$ cat config.mk
export PLATFORM = sky130hd
export DESIGN_NAME = rfcfg_radio_fsm_config
export DESIGN_NICKNAME = d
export VERILOG_FILES = /design/src/verilog/rfcfg_pkg.sv /design/src/verilog/rfcfg_radio_fsm_config.sv
export SDC_FILE = /design/constraint.sdc
export NUM_CORES = 1
export LEC_CHECK = 0
export ABC_AREA = 1
export BUFFER_PORTS_ARGS = -buffer_cell sky130_fd_sc_hd__buf_2
export CAP_MARGIN = 20
export CELL_PAD_IN_SITES_DETAIL_PLACEMENT = 0
export CELL_PAD_IN_SITES_GLOBAL_PLACEMENT = 1
export CORE_ASPECT_RATIO = 0.6
export CORE_UTILIZATION = 39
export DETAILED_ROUTE_END_ITERATION = 10
export GPL_TIMING_DRIVEN = 0
export PLACE_DENSITY = 0.94
export RECOVER_POWER = 50
export SETUP_SLACK_MARGIN = 0.4
export SLEW_MARGIN = 5
export SYNTH_ARGS = -nofsm -noshare
export SYNTH_HDL_FRONTEND = slang
export SYNTH_SLANG_ARGS = --single-unit
$ cat constraint.sdc
create_clock -name clock -period 2.4 [get_ports clock]
set_input_delay 0.36 -clock clock [delete_from_list [all_inputs] [get_ports clock]]
set_output_delay 0.36 -clock clock [all_outputs]
set_load 0.005 [all_outputs]
$ cat src/verilog/rfcfg_pkg.sv
// rfcfg_pkg: constants and types for the radio state machine configuration register
// assumes: one crystal-derived clock, register access from the serial host decoder
`default_nettype none
package rfcfg_pkg;

   // ==========================================================
   // register map
   localparam logic [5:0] RFCFG_ADDR_CONFIG_ZERO = 6'h18;
   localparam int         RFCFG_DATA_W           = 8;

   // field positions
   localparam int RFCFG_AUTOCAL_LSB = 4;
   localparam int RFCFG_TIMEOUT_LSB = 2;
   localparam int RFCFG_PIN_CTRL_BIT = 1;
   localparam int RFCFG_XOSC_ON_BIT  = 0;

   // reset values
   localparam logic [1:0] RFCFG_AUTOCAL_RST  = 2'h0;
   localparam logic [1:0] RFCFG_TIMEOUT_RST  = 2'h1;
   localparam logic       RFCFG_PIN_CTRL_RST = 1'b0;
   localparam logic       RFCFG_XOSC_ON_RST  = 1'b0;

   // ==========================================================
   // timing: ripple counter is six bits, expirations counted in ripple wraps of 64 crystal periods
   localparam int         RFCFG_RIPPLE_W  = 6;
   localparam int         RFCFG_EXPIRE_W  = 9;
   localparam logic [8:0] RFCFG_EXPIRE_0  = 9'h001;
   localparam logic [8:0] RFCFG_EXPIRE_1  = 9'h010;
   localparam logic [8:0] RFCFG_EXPIRE_2  = 9'h040;
   localparam logic [8:0] RFCFG_EXPIRE_3  = 9'h100;
   localparam logic [1:0] RFCFG_CAL_EVERY = 2'h3;   // fourth return: count 0..3

   // ==========================================================
   // types
   typedef enum logic [1:0] {
      RFCFG_CAL_NEVER,
      RFCFG_CAL_FROM_IDLE,
      RFCFG_CAL_TO_IDLE,
      RFCFG_CAL_FOURTH
   } rfcfg_cal_policy_t;

   typedef enum logic [2:0] {
      RFCFG_ST_SLEEP,
      RFCFG_ST_IDLE,
      RFCFG_ST_RX,
      RFCFG_ST_TX,
      RFCFG_ST_TX_SYNTH_ON
   } rfcfg_radio_state_t;

   typedef struct packed {
      rfcfg_cal_policy_t auto_calibration_policy;
      logic [1:0]        power_on_ready_timeout;
      logic              pin_ctrl_en;
      logic              xosc_force_on;
   } rfcfg_config_t;

   typedef struct packed {
      logic go_rx;
      logic go_tx;
      logic go_idle;
   } rfcfg_pin_cmd_t;

endpackage : rfcfg_pkg
`default_nettype wire

$ cat src/verilog/rfcfg_radio_fsm_config.sv
// rfcfg_radio_fsm_config: configuration register zero of the main radio state machine,
// with auto-calibration policy, power-on ready timeout, pin control gate and crystal hold
// assumes: clock is the crystal clock; register strobes come from the serial host decoder
`timescale 1ns/1ps
`default_nettype none
module rfcfg_radio_fsm_config
(
   // clock and reset
   input  wire logic                          clock,
   input  wire logic                          resetn,
   // register access from the host decoder
   input  wire logic [5:0]                    reg_addr,
   input  wire logic                          reg_wr,
   input  wire logic [rfcfg_pkg::RFCFG_DATA_W-1:0] reg_wdata,
   output logic [rfcfg_pkg::RFCFG_DATA_W-1:0] reg_rdata,
   // radio state and calibration
   input  wire rfcfg_pkg::rfcfg_radio_state_t radio_state,
   input  wire logic                          calibrate_strobe,
   output logic                               cal_start,
   // crystal and power-on
   input  wire logic                          xosc_stable,
   output logic                               chip_ready_n,
   output logic                               xosc_enable,
   // pin radio control
   input  wire rfcfg_pkg::rfcfg_pin_cmd_t     pin_cmd,
   output rfcfg_pkg::rfcfg_pin_cmd_t          pin_cmd_out,
   // configuration view for the main state machine
   output rfcfg_pkg::rfcfg_config_t           config_out
);
   import rfcfg_pkg::*;

   // ==========================================================
   // helpers
   // expire count selected by the timeout field
   function automatic logic [RFCFG_EXPIRE_W-1:0] expire_target(input logic [1:0] sel);
      case (sel)
         2'h0:    expire_target = RFCFG_EXPIRE_0;
         2'h1:    expire_target = RFCFG_EXPIRE_1;
         2'h2:    expire_target = RFCFG_EXPIRE_2;
         default: expire_target = RFCFG_EXPIRE_3;
      endcase
   endfunction : expire_target

   // true for receive or transmit
   function automatic logic is_rx_tx(input rfcfg_radio_state_t st);
      is_rx_tx = (st == RFCFG_ST_RX) || (st == RFCFG_ST_TX);
   endfunction : is_rx_tx

   // ==========================================================
   // configuration register
   rfcfg_config_t cfg;
   rfcfg_config_t next_cfg;
   logic          hit;

   assign hit = (reg_addr == RFCFG_ADDR_CONFIG_ZERO);

   // next register value on a host write
   always_comb
   begin
      next_cfg = cfg;
      if (reg_wr && hit)
      begin
         next_cfg.auto_calibration_policy =
            rfcfg_cal_policy_t'(reg_wdata[RFCFG_AUTOCAL_LSB +: 2]);
         next_cfg.power_on_ready_timeout = reg_wdata[RFCFG_TIMEOUT_LSB +: 2];
         next_cfg.pin_ctrl_en            = reg_wdata[RFCFG_PIN_CTRL_BIT];
         next_cfg.xosc_force_on          = reg_wdata[RFCFG_XOSC_ON_BIT];
      end
   end

   // register storage
   always_ff @(posedge clock)
   begin
      if (!resetn)
      begin
         cfg.auto_calibration_policy <= rfcfg_cal_policy_t'(RFCFG_AUTOCAL_RST);
         cfg.power_on_ready_timeout  <= RFCFG_TIMEOUT_RST;
         cfg.pin_ctrl_en             <= RFCFG_PIN_CTRL_RST;
         cfg.xosc_force_on           <= RFCFG_XOSC_ON_RST;
      end
      else
      begin
         cfg <= next_cfg;
      end
   end

   // read data, reserved bits read zero, unmapped addresses read zero
   logic [RFCFG_DATA_W-1:0] next_rdata;

   always_comb
   begin
      next_rdata = '0;
      if (hit)
      begin
         next_rdata[RFCFG_AUTOCAL_LSB +: 2] = cfg.auto_calibration_policy;
         next_rdata[RFCFG_TIMEOUT_LSB +: 2] = cfg.power_on_ready_timeout;
         next_rdata[RFCFG_PIN_CTRL_BIT]     = cfg.pin_ctrl_en;
         next_rdata[RFCFG_XOSC_ON_BIT]      = cfg.xosc_force_on;
      end
   end

   always_ff @(posedge clock)
   begin
      if (!resetn)
         reg_rdata <= '0;
      else
         reg_rdata <= next_rdata;
   end

   // ==========================================================
   // automatic calibration
   rfcfg_radio_state_t prev_state;
   logic [1:0]         return_cnt;
   logic [1:0]         next_return_cnt;
   logic               next_cal_start;
   logic               leave_idle;
   logic               back_to_idle;

   // transitions seen between consecutive cycles
   assign leave_idle   = (prev_state == RFCFG_ST_IDLE) &&
                         (is_rx_tx(radio_state) || radio_state == RFCFG_ST_TX_SYNTH_ON);
   assign back_to_idle = is_rx_tx(prev_state) && (radio_state == RFCFG_ST_IDLE);

   // policy decode; manual strobe always calibrates
   always_comb
   begin
      next_cal_start  = calibrate_strobe;
      next_return_cnt = return_cnt;
      case (cfg.auto_calibration_policy)
         RFCFG_CAL_NEVER:     next_cal_start = calibrate_strobe;
         RFCFG_CAL_FROM_IDLE: if (leave_idle) next_cal_start = 1'b1;
         RFCFG_CAL_TO_IDLE:   if (back_to_idle) next_cal_start = 1'b1;
         RFCFG_CAL_FOURTH:
         begin
            if (back_to_idle)
            begin
               if (return_cnt == RFCFG_CAL_EVERY)
               begin
                  next_cal_start  = 1'b1;
                  next_return_cnt = '0;
               end
               else
                  next_return_cnt = return_cnt + 2'h1;
            end
         end
         default: next_cal_start = calibrate_strobe;
      endcase
   end

   always_ff @(posedge clock)
   begin
      if (!resetn)
      begin
         prev_state <= RFCFG_ST_SLEEP;
         return_cnt <= '0;
         cal_start  <= 1'b0;
      end
      else
      begin
         prev_state <= radio_state;
         return_cnt <= next_return_cnt;
         cal_start  <= next_cal_start;
      end
   end

   // ==========================================================
   // power-on ready timeout, counted in crystal clock periods
   logic [RFCFG_RIPPLE_W-1:0] ripple;
   logic [RFCFG_RIPPLE_W-1:0] next_ripple;
   logic [RFCFG_EXPIRE_W-1:0] expires;
   logic [RFCFG_EXPIRE_W-1:0] next_expires;
   logic                      next_chip_ready_n;

   // ripple counter runs only while crystal stable; restarts when it drops
   always_comb
   begin
      next_ripple       = ripple;
      next_expires      = expires;
      next_chip_ready_n = chip_ready_n;
      if (!xosc_stable)
      begin
         next_ripple       = '0;
         next_expires      = '0;
         next_chip_ready_n = 1'b1;
      end
      else if (chip_ready_n)
      begin
         next_ripple = ripple + 6'h01;
         if (ripple == '1)
         begin
            next_expires = expires + 9'h001;
            if (next_expires == expire_target(cfg.power_on_ready_timeout))
               next_chip_ready_n = 1'b0;
         end
      end
   end

   always_ff @(posedge clock)
   begin
      if (!resetn)
      begin
         ripple       <= '0;
         expires      <= '0;
         chip_ready_n <= 1'b1;
      end
      else
      begin
         ripple       <= next_ripple;
         expires      <= next_expires;
         chip_ready_n <= next_chip_ready_n;
      end
   end

   // ==========================================================
   // pin control gate and crystal hold
   rfcfg_pin_cmd_t next_pin_cmd_out;
   logic           next_xosc_enable;

   always_comb
   begin
      next_pin_cmd_out = cfg.pin_ctrl_en ? pin_cmd : '0;
      next_xosc_enable = (radio_state != RFCFG_ST_SLEEP) || cfg.xosc_force_on;
   end

   always_ff @(posedge clock)
   begin
      if (!resetn)
      begin
         pin_cmd_out <= '0;
         xosc_enable <= 1'b1;
      end
      else
      begin
         pin_cmd_out <= next_pin_cmd_out;
         xosc_enable <= next_xosc_enable;
      end
   end

   assign config_out = cfg;

endmodule : rfcfg_radio_fsm_config
`default_nettype wire
==> metrics.yaml <==
status: "finished clean"
synth_top_family_by_area: "simple AND/OR/NAND/NOR gates"
antenna_found_initial: 0
cp_data_required_time_ps: 2580
num_vias: 1600
avgSynthCellArea_sq_um: 7.085
synthMuxAreaShare_pct: 0
synth_xor_xnor_area_share_pct: 1.017
nets: 321
min_period_over_period_pct: 65.08
vias_per_cell: 4.558
portBuffers: 39
initial_core_util_pct: 41.32
htree_levels: 2
drc: 0
yosys_warnings: 0
powerDensity_nw_per_um2: 554.7
post_cts_resized: 0
cts_root_buf: "clkbuf_8"
fmax_mhz: 640.2
cts_hold_buf: 0
chipWidth_um: 87.78
end_kind: "flop"
synth.most_common_cell: "nand2_1"
routed_wl_um: 3838
ant_nets: 0
die-height_um: 53.47
hpwlAfterDp_um: 2953
cts_made_buffers: 5
hold_viol: 0
synthSimpleGateAreaFrac_pct: 25.94
ir_worst_vdd_uv: 303.1
synthAdderAreaFrac_pct: 4.360
clkTransAtPathRegs_ps: 80
rows: 18
critical_path.startpoint_type: "flop"
synth_edf_count: 0
gp_congestion: 0.8055
drt_iter0_markers: 79
dieArea_sq_um: 4693
dp.cells: 343
ys_types: 24
critical_path_arrival_ps: 1750
synth-compound-area-share_pct: 13.23
drive_gt1_share_pct: 17.18
netlist.top_cell.by_area: "dfxtp_1"
synth.area.top_cells: "dfxtp_1 (44%), nand2_1 (10%), inv_1 (9.4%)"
fin_util_pct: 49.91
synth_ff_type: "dfxtp_1"
reg2reg_depth: 7
hold_depth: 3
maxCapViolations: 0
grt-ovfl-total: 0
grt_max_degree: 12
dr.pass1.iters: 4
final-max-slew-violation-count: 0
diodes: 0
core_area_sq_um: 4167
setup_viol: 0
min_path_type: "in2reg"
clk_latency_ps: 290
pin_count: 45
syn_area_sq_um: 1722
cts.sinks: 38
fin_crit_ps: 1562
post_cts_buffers: 0
seq_area_frac_synth_pct: 44.19
cts_buffer_depth: 2
grt_first_pass_wirelength_um: 6465
track_usage_pct: 18.65
wl_per_cell_um: 10.93
p_leak_nw: 1.012
grt_pass1_vias: 1437
netlist.area_leader.share_pct: 44.19
worst_slack_ps: 838.0
yosys_register_bits: 38
rsz0062_at_grt: "no"
layout.cells.non_filler: 351
place_ws_ps: 851.9
cts_tree: "built"
synthTopCellsByCount: "nand2_1 (48), inv_1 (43), dfxtp_1 (38), nor2_1 (30), o21ai_0 (21)"
finalSetupTns_ps: 0
critPathMaxFanout: 10
async_flop_share_pct: 0
path_class: "reg2reg"
synth_cells: 243
area_growth_pct: 20.78
fin_skew_ps: 6.347
timing.hold.ws_ps: 278.4
final timing paths:
check	to	start	slack (ps)
max	expires[7]	ripple[0]	840
max reg2reg	expires[7]	ripple[0]	840
min reg2reg	ripple[2]	ripple[2]	490
min	pin_cmd_out[1]	pin_cmd[1]	280
sequential cells by signal, summed over array words and instances (netlist names):
signal and count:
cal_start 1, chip_ready_n 1, config_out 6, expires 9, pin_cmd_out 3, prev_state 3, reg_rdata 6, return_cnt 2
ripple 6, xosc_enable 1
stage by stage:
| stage | power [mW] | cell area, sq um |
|---|---|---|
| 2_1_floorplan | 0.6817 | 1725 |
| 3_3_place_gp | 0.7093 | 1996 |
| 3_5_place_dp | 0.7099 | 1996 |
| 4_1_cts | 1.168 | 2087 |
| 5_1_grt | 1.210 | 2079 |
| 6_report | 1.154 | 2079 |
where the power goes:
part / internal (mW) / switching [mW] / total (mW)
combinational: 0.0250 / 0.0298 / 0.0548
sequential: 0.637 / 0.00354 / 0.640
clock: 0.232 / 0.227 / 0.458
total: 0.894 / 0.260 / 1.15
layout by cell type, fill, tap and decap left out, types with 2 or more instances in the layout:
master	synthesis	layout
o21ai_0	21	21
inv_1	43	43
conb_1	1	2
nand4_1	2	2
nor2_1	30	30
nor2_2	4	4
nand3_1	12	12
buf_4	2	2
dfxtp_1	38	38
a21oi_1	17	17
clkbuf_1	1	8
buf_2	1	35
clkbuf_8	0	6
nor3_1	7	7
xor2_1	2	2
nand2_1	48	48
ha_1	6	6
per-layer routing:
metal | track usage, % | wire (um) | part of all wire, %
met5 | 0 | 0 | 0
met4 | 6.831 | 51 | 1.3
met2 | 24.68 | 1319 | 34
met1 | 27.54 | 2196 | 57
met3 | 5.616 | 270 | 7.0
worst max-delay path, stage by stage (launching register included):
cell	delay, ps
dfxtp_1	360
ha_1	180
nand3_1	80
nor2_1	160
nand2_1	180
buf_2	240
o21ai_0	190
inv_1	50
layout make-up:
| type | count | area, sq um |
|---|---|---|
| Buffer | 5 | 27.53 |
| Fill cell | 445 | 2087 |
| Sequential cell | 38 | 760.7 |
| Multi-Input combinational cell | 158 | 774.5 |
| Tap cell | 60 | 75.07 |
| Inverter | 43 | 161.4 |
| Clock inverter | 1 | 5.005 |
| Timing Repair Buffer | 39 | 188.9 |
| Clock buffer | 7 | 86.33 |
cells by family (layout without fill, tap and decap cells):
| family | after synthesis | count (layout) |
|---|---|---|
| other | 1 | 2 |
| AO/OA/AOI/OAI | 42 | 42 |
| buffers and inverters | 48 | 95 |
| AND/OR/NAND/NOR | 106 | 106 |
| flip-flops | 38 | 38 |
| adder cells (fa/ha/maj) | 6 | 6 |
| XOR/XNOR | 2 | 2 |
Power figures use the tool's default switching activity.
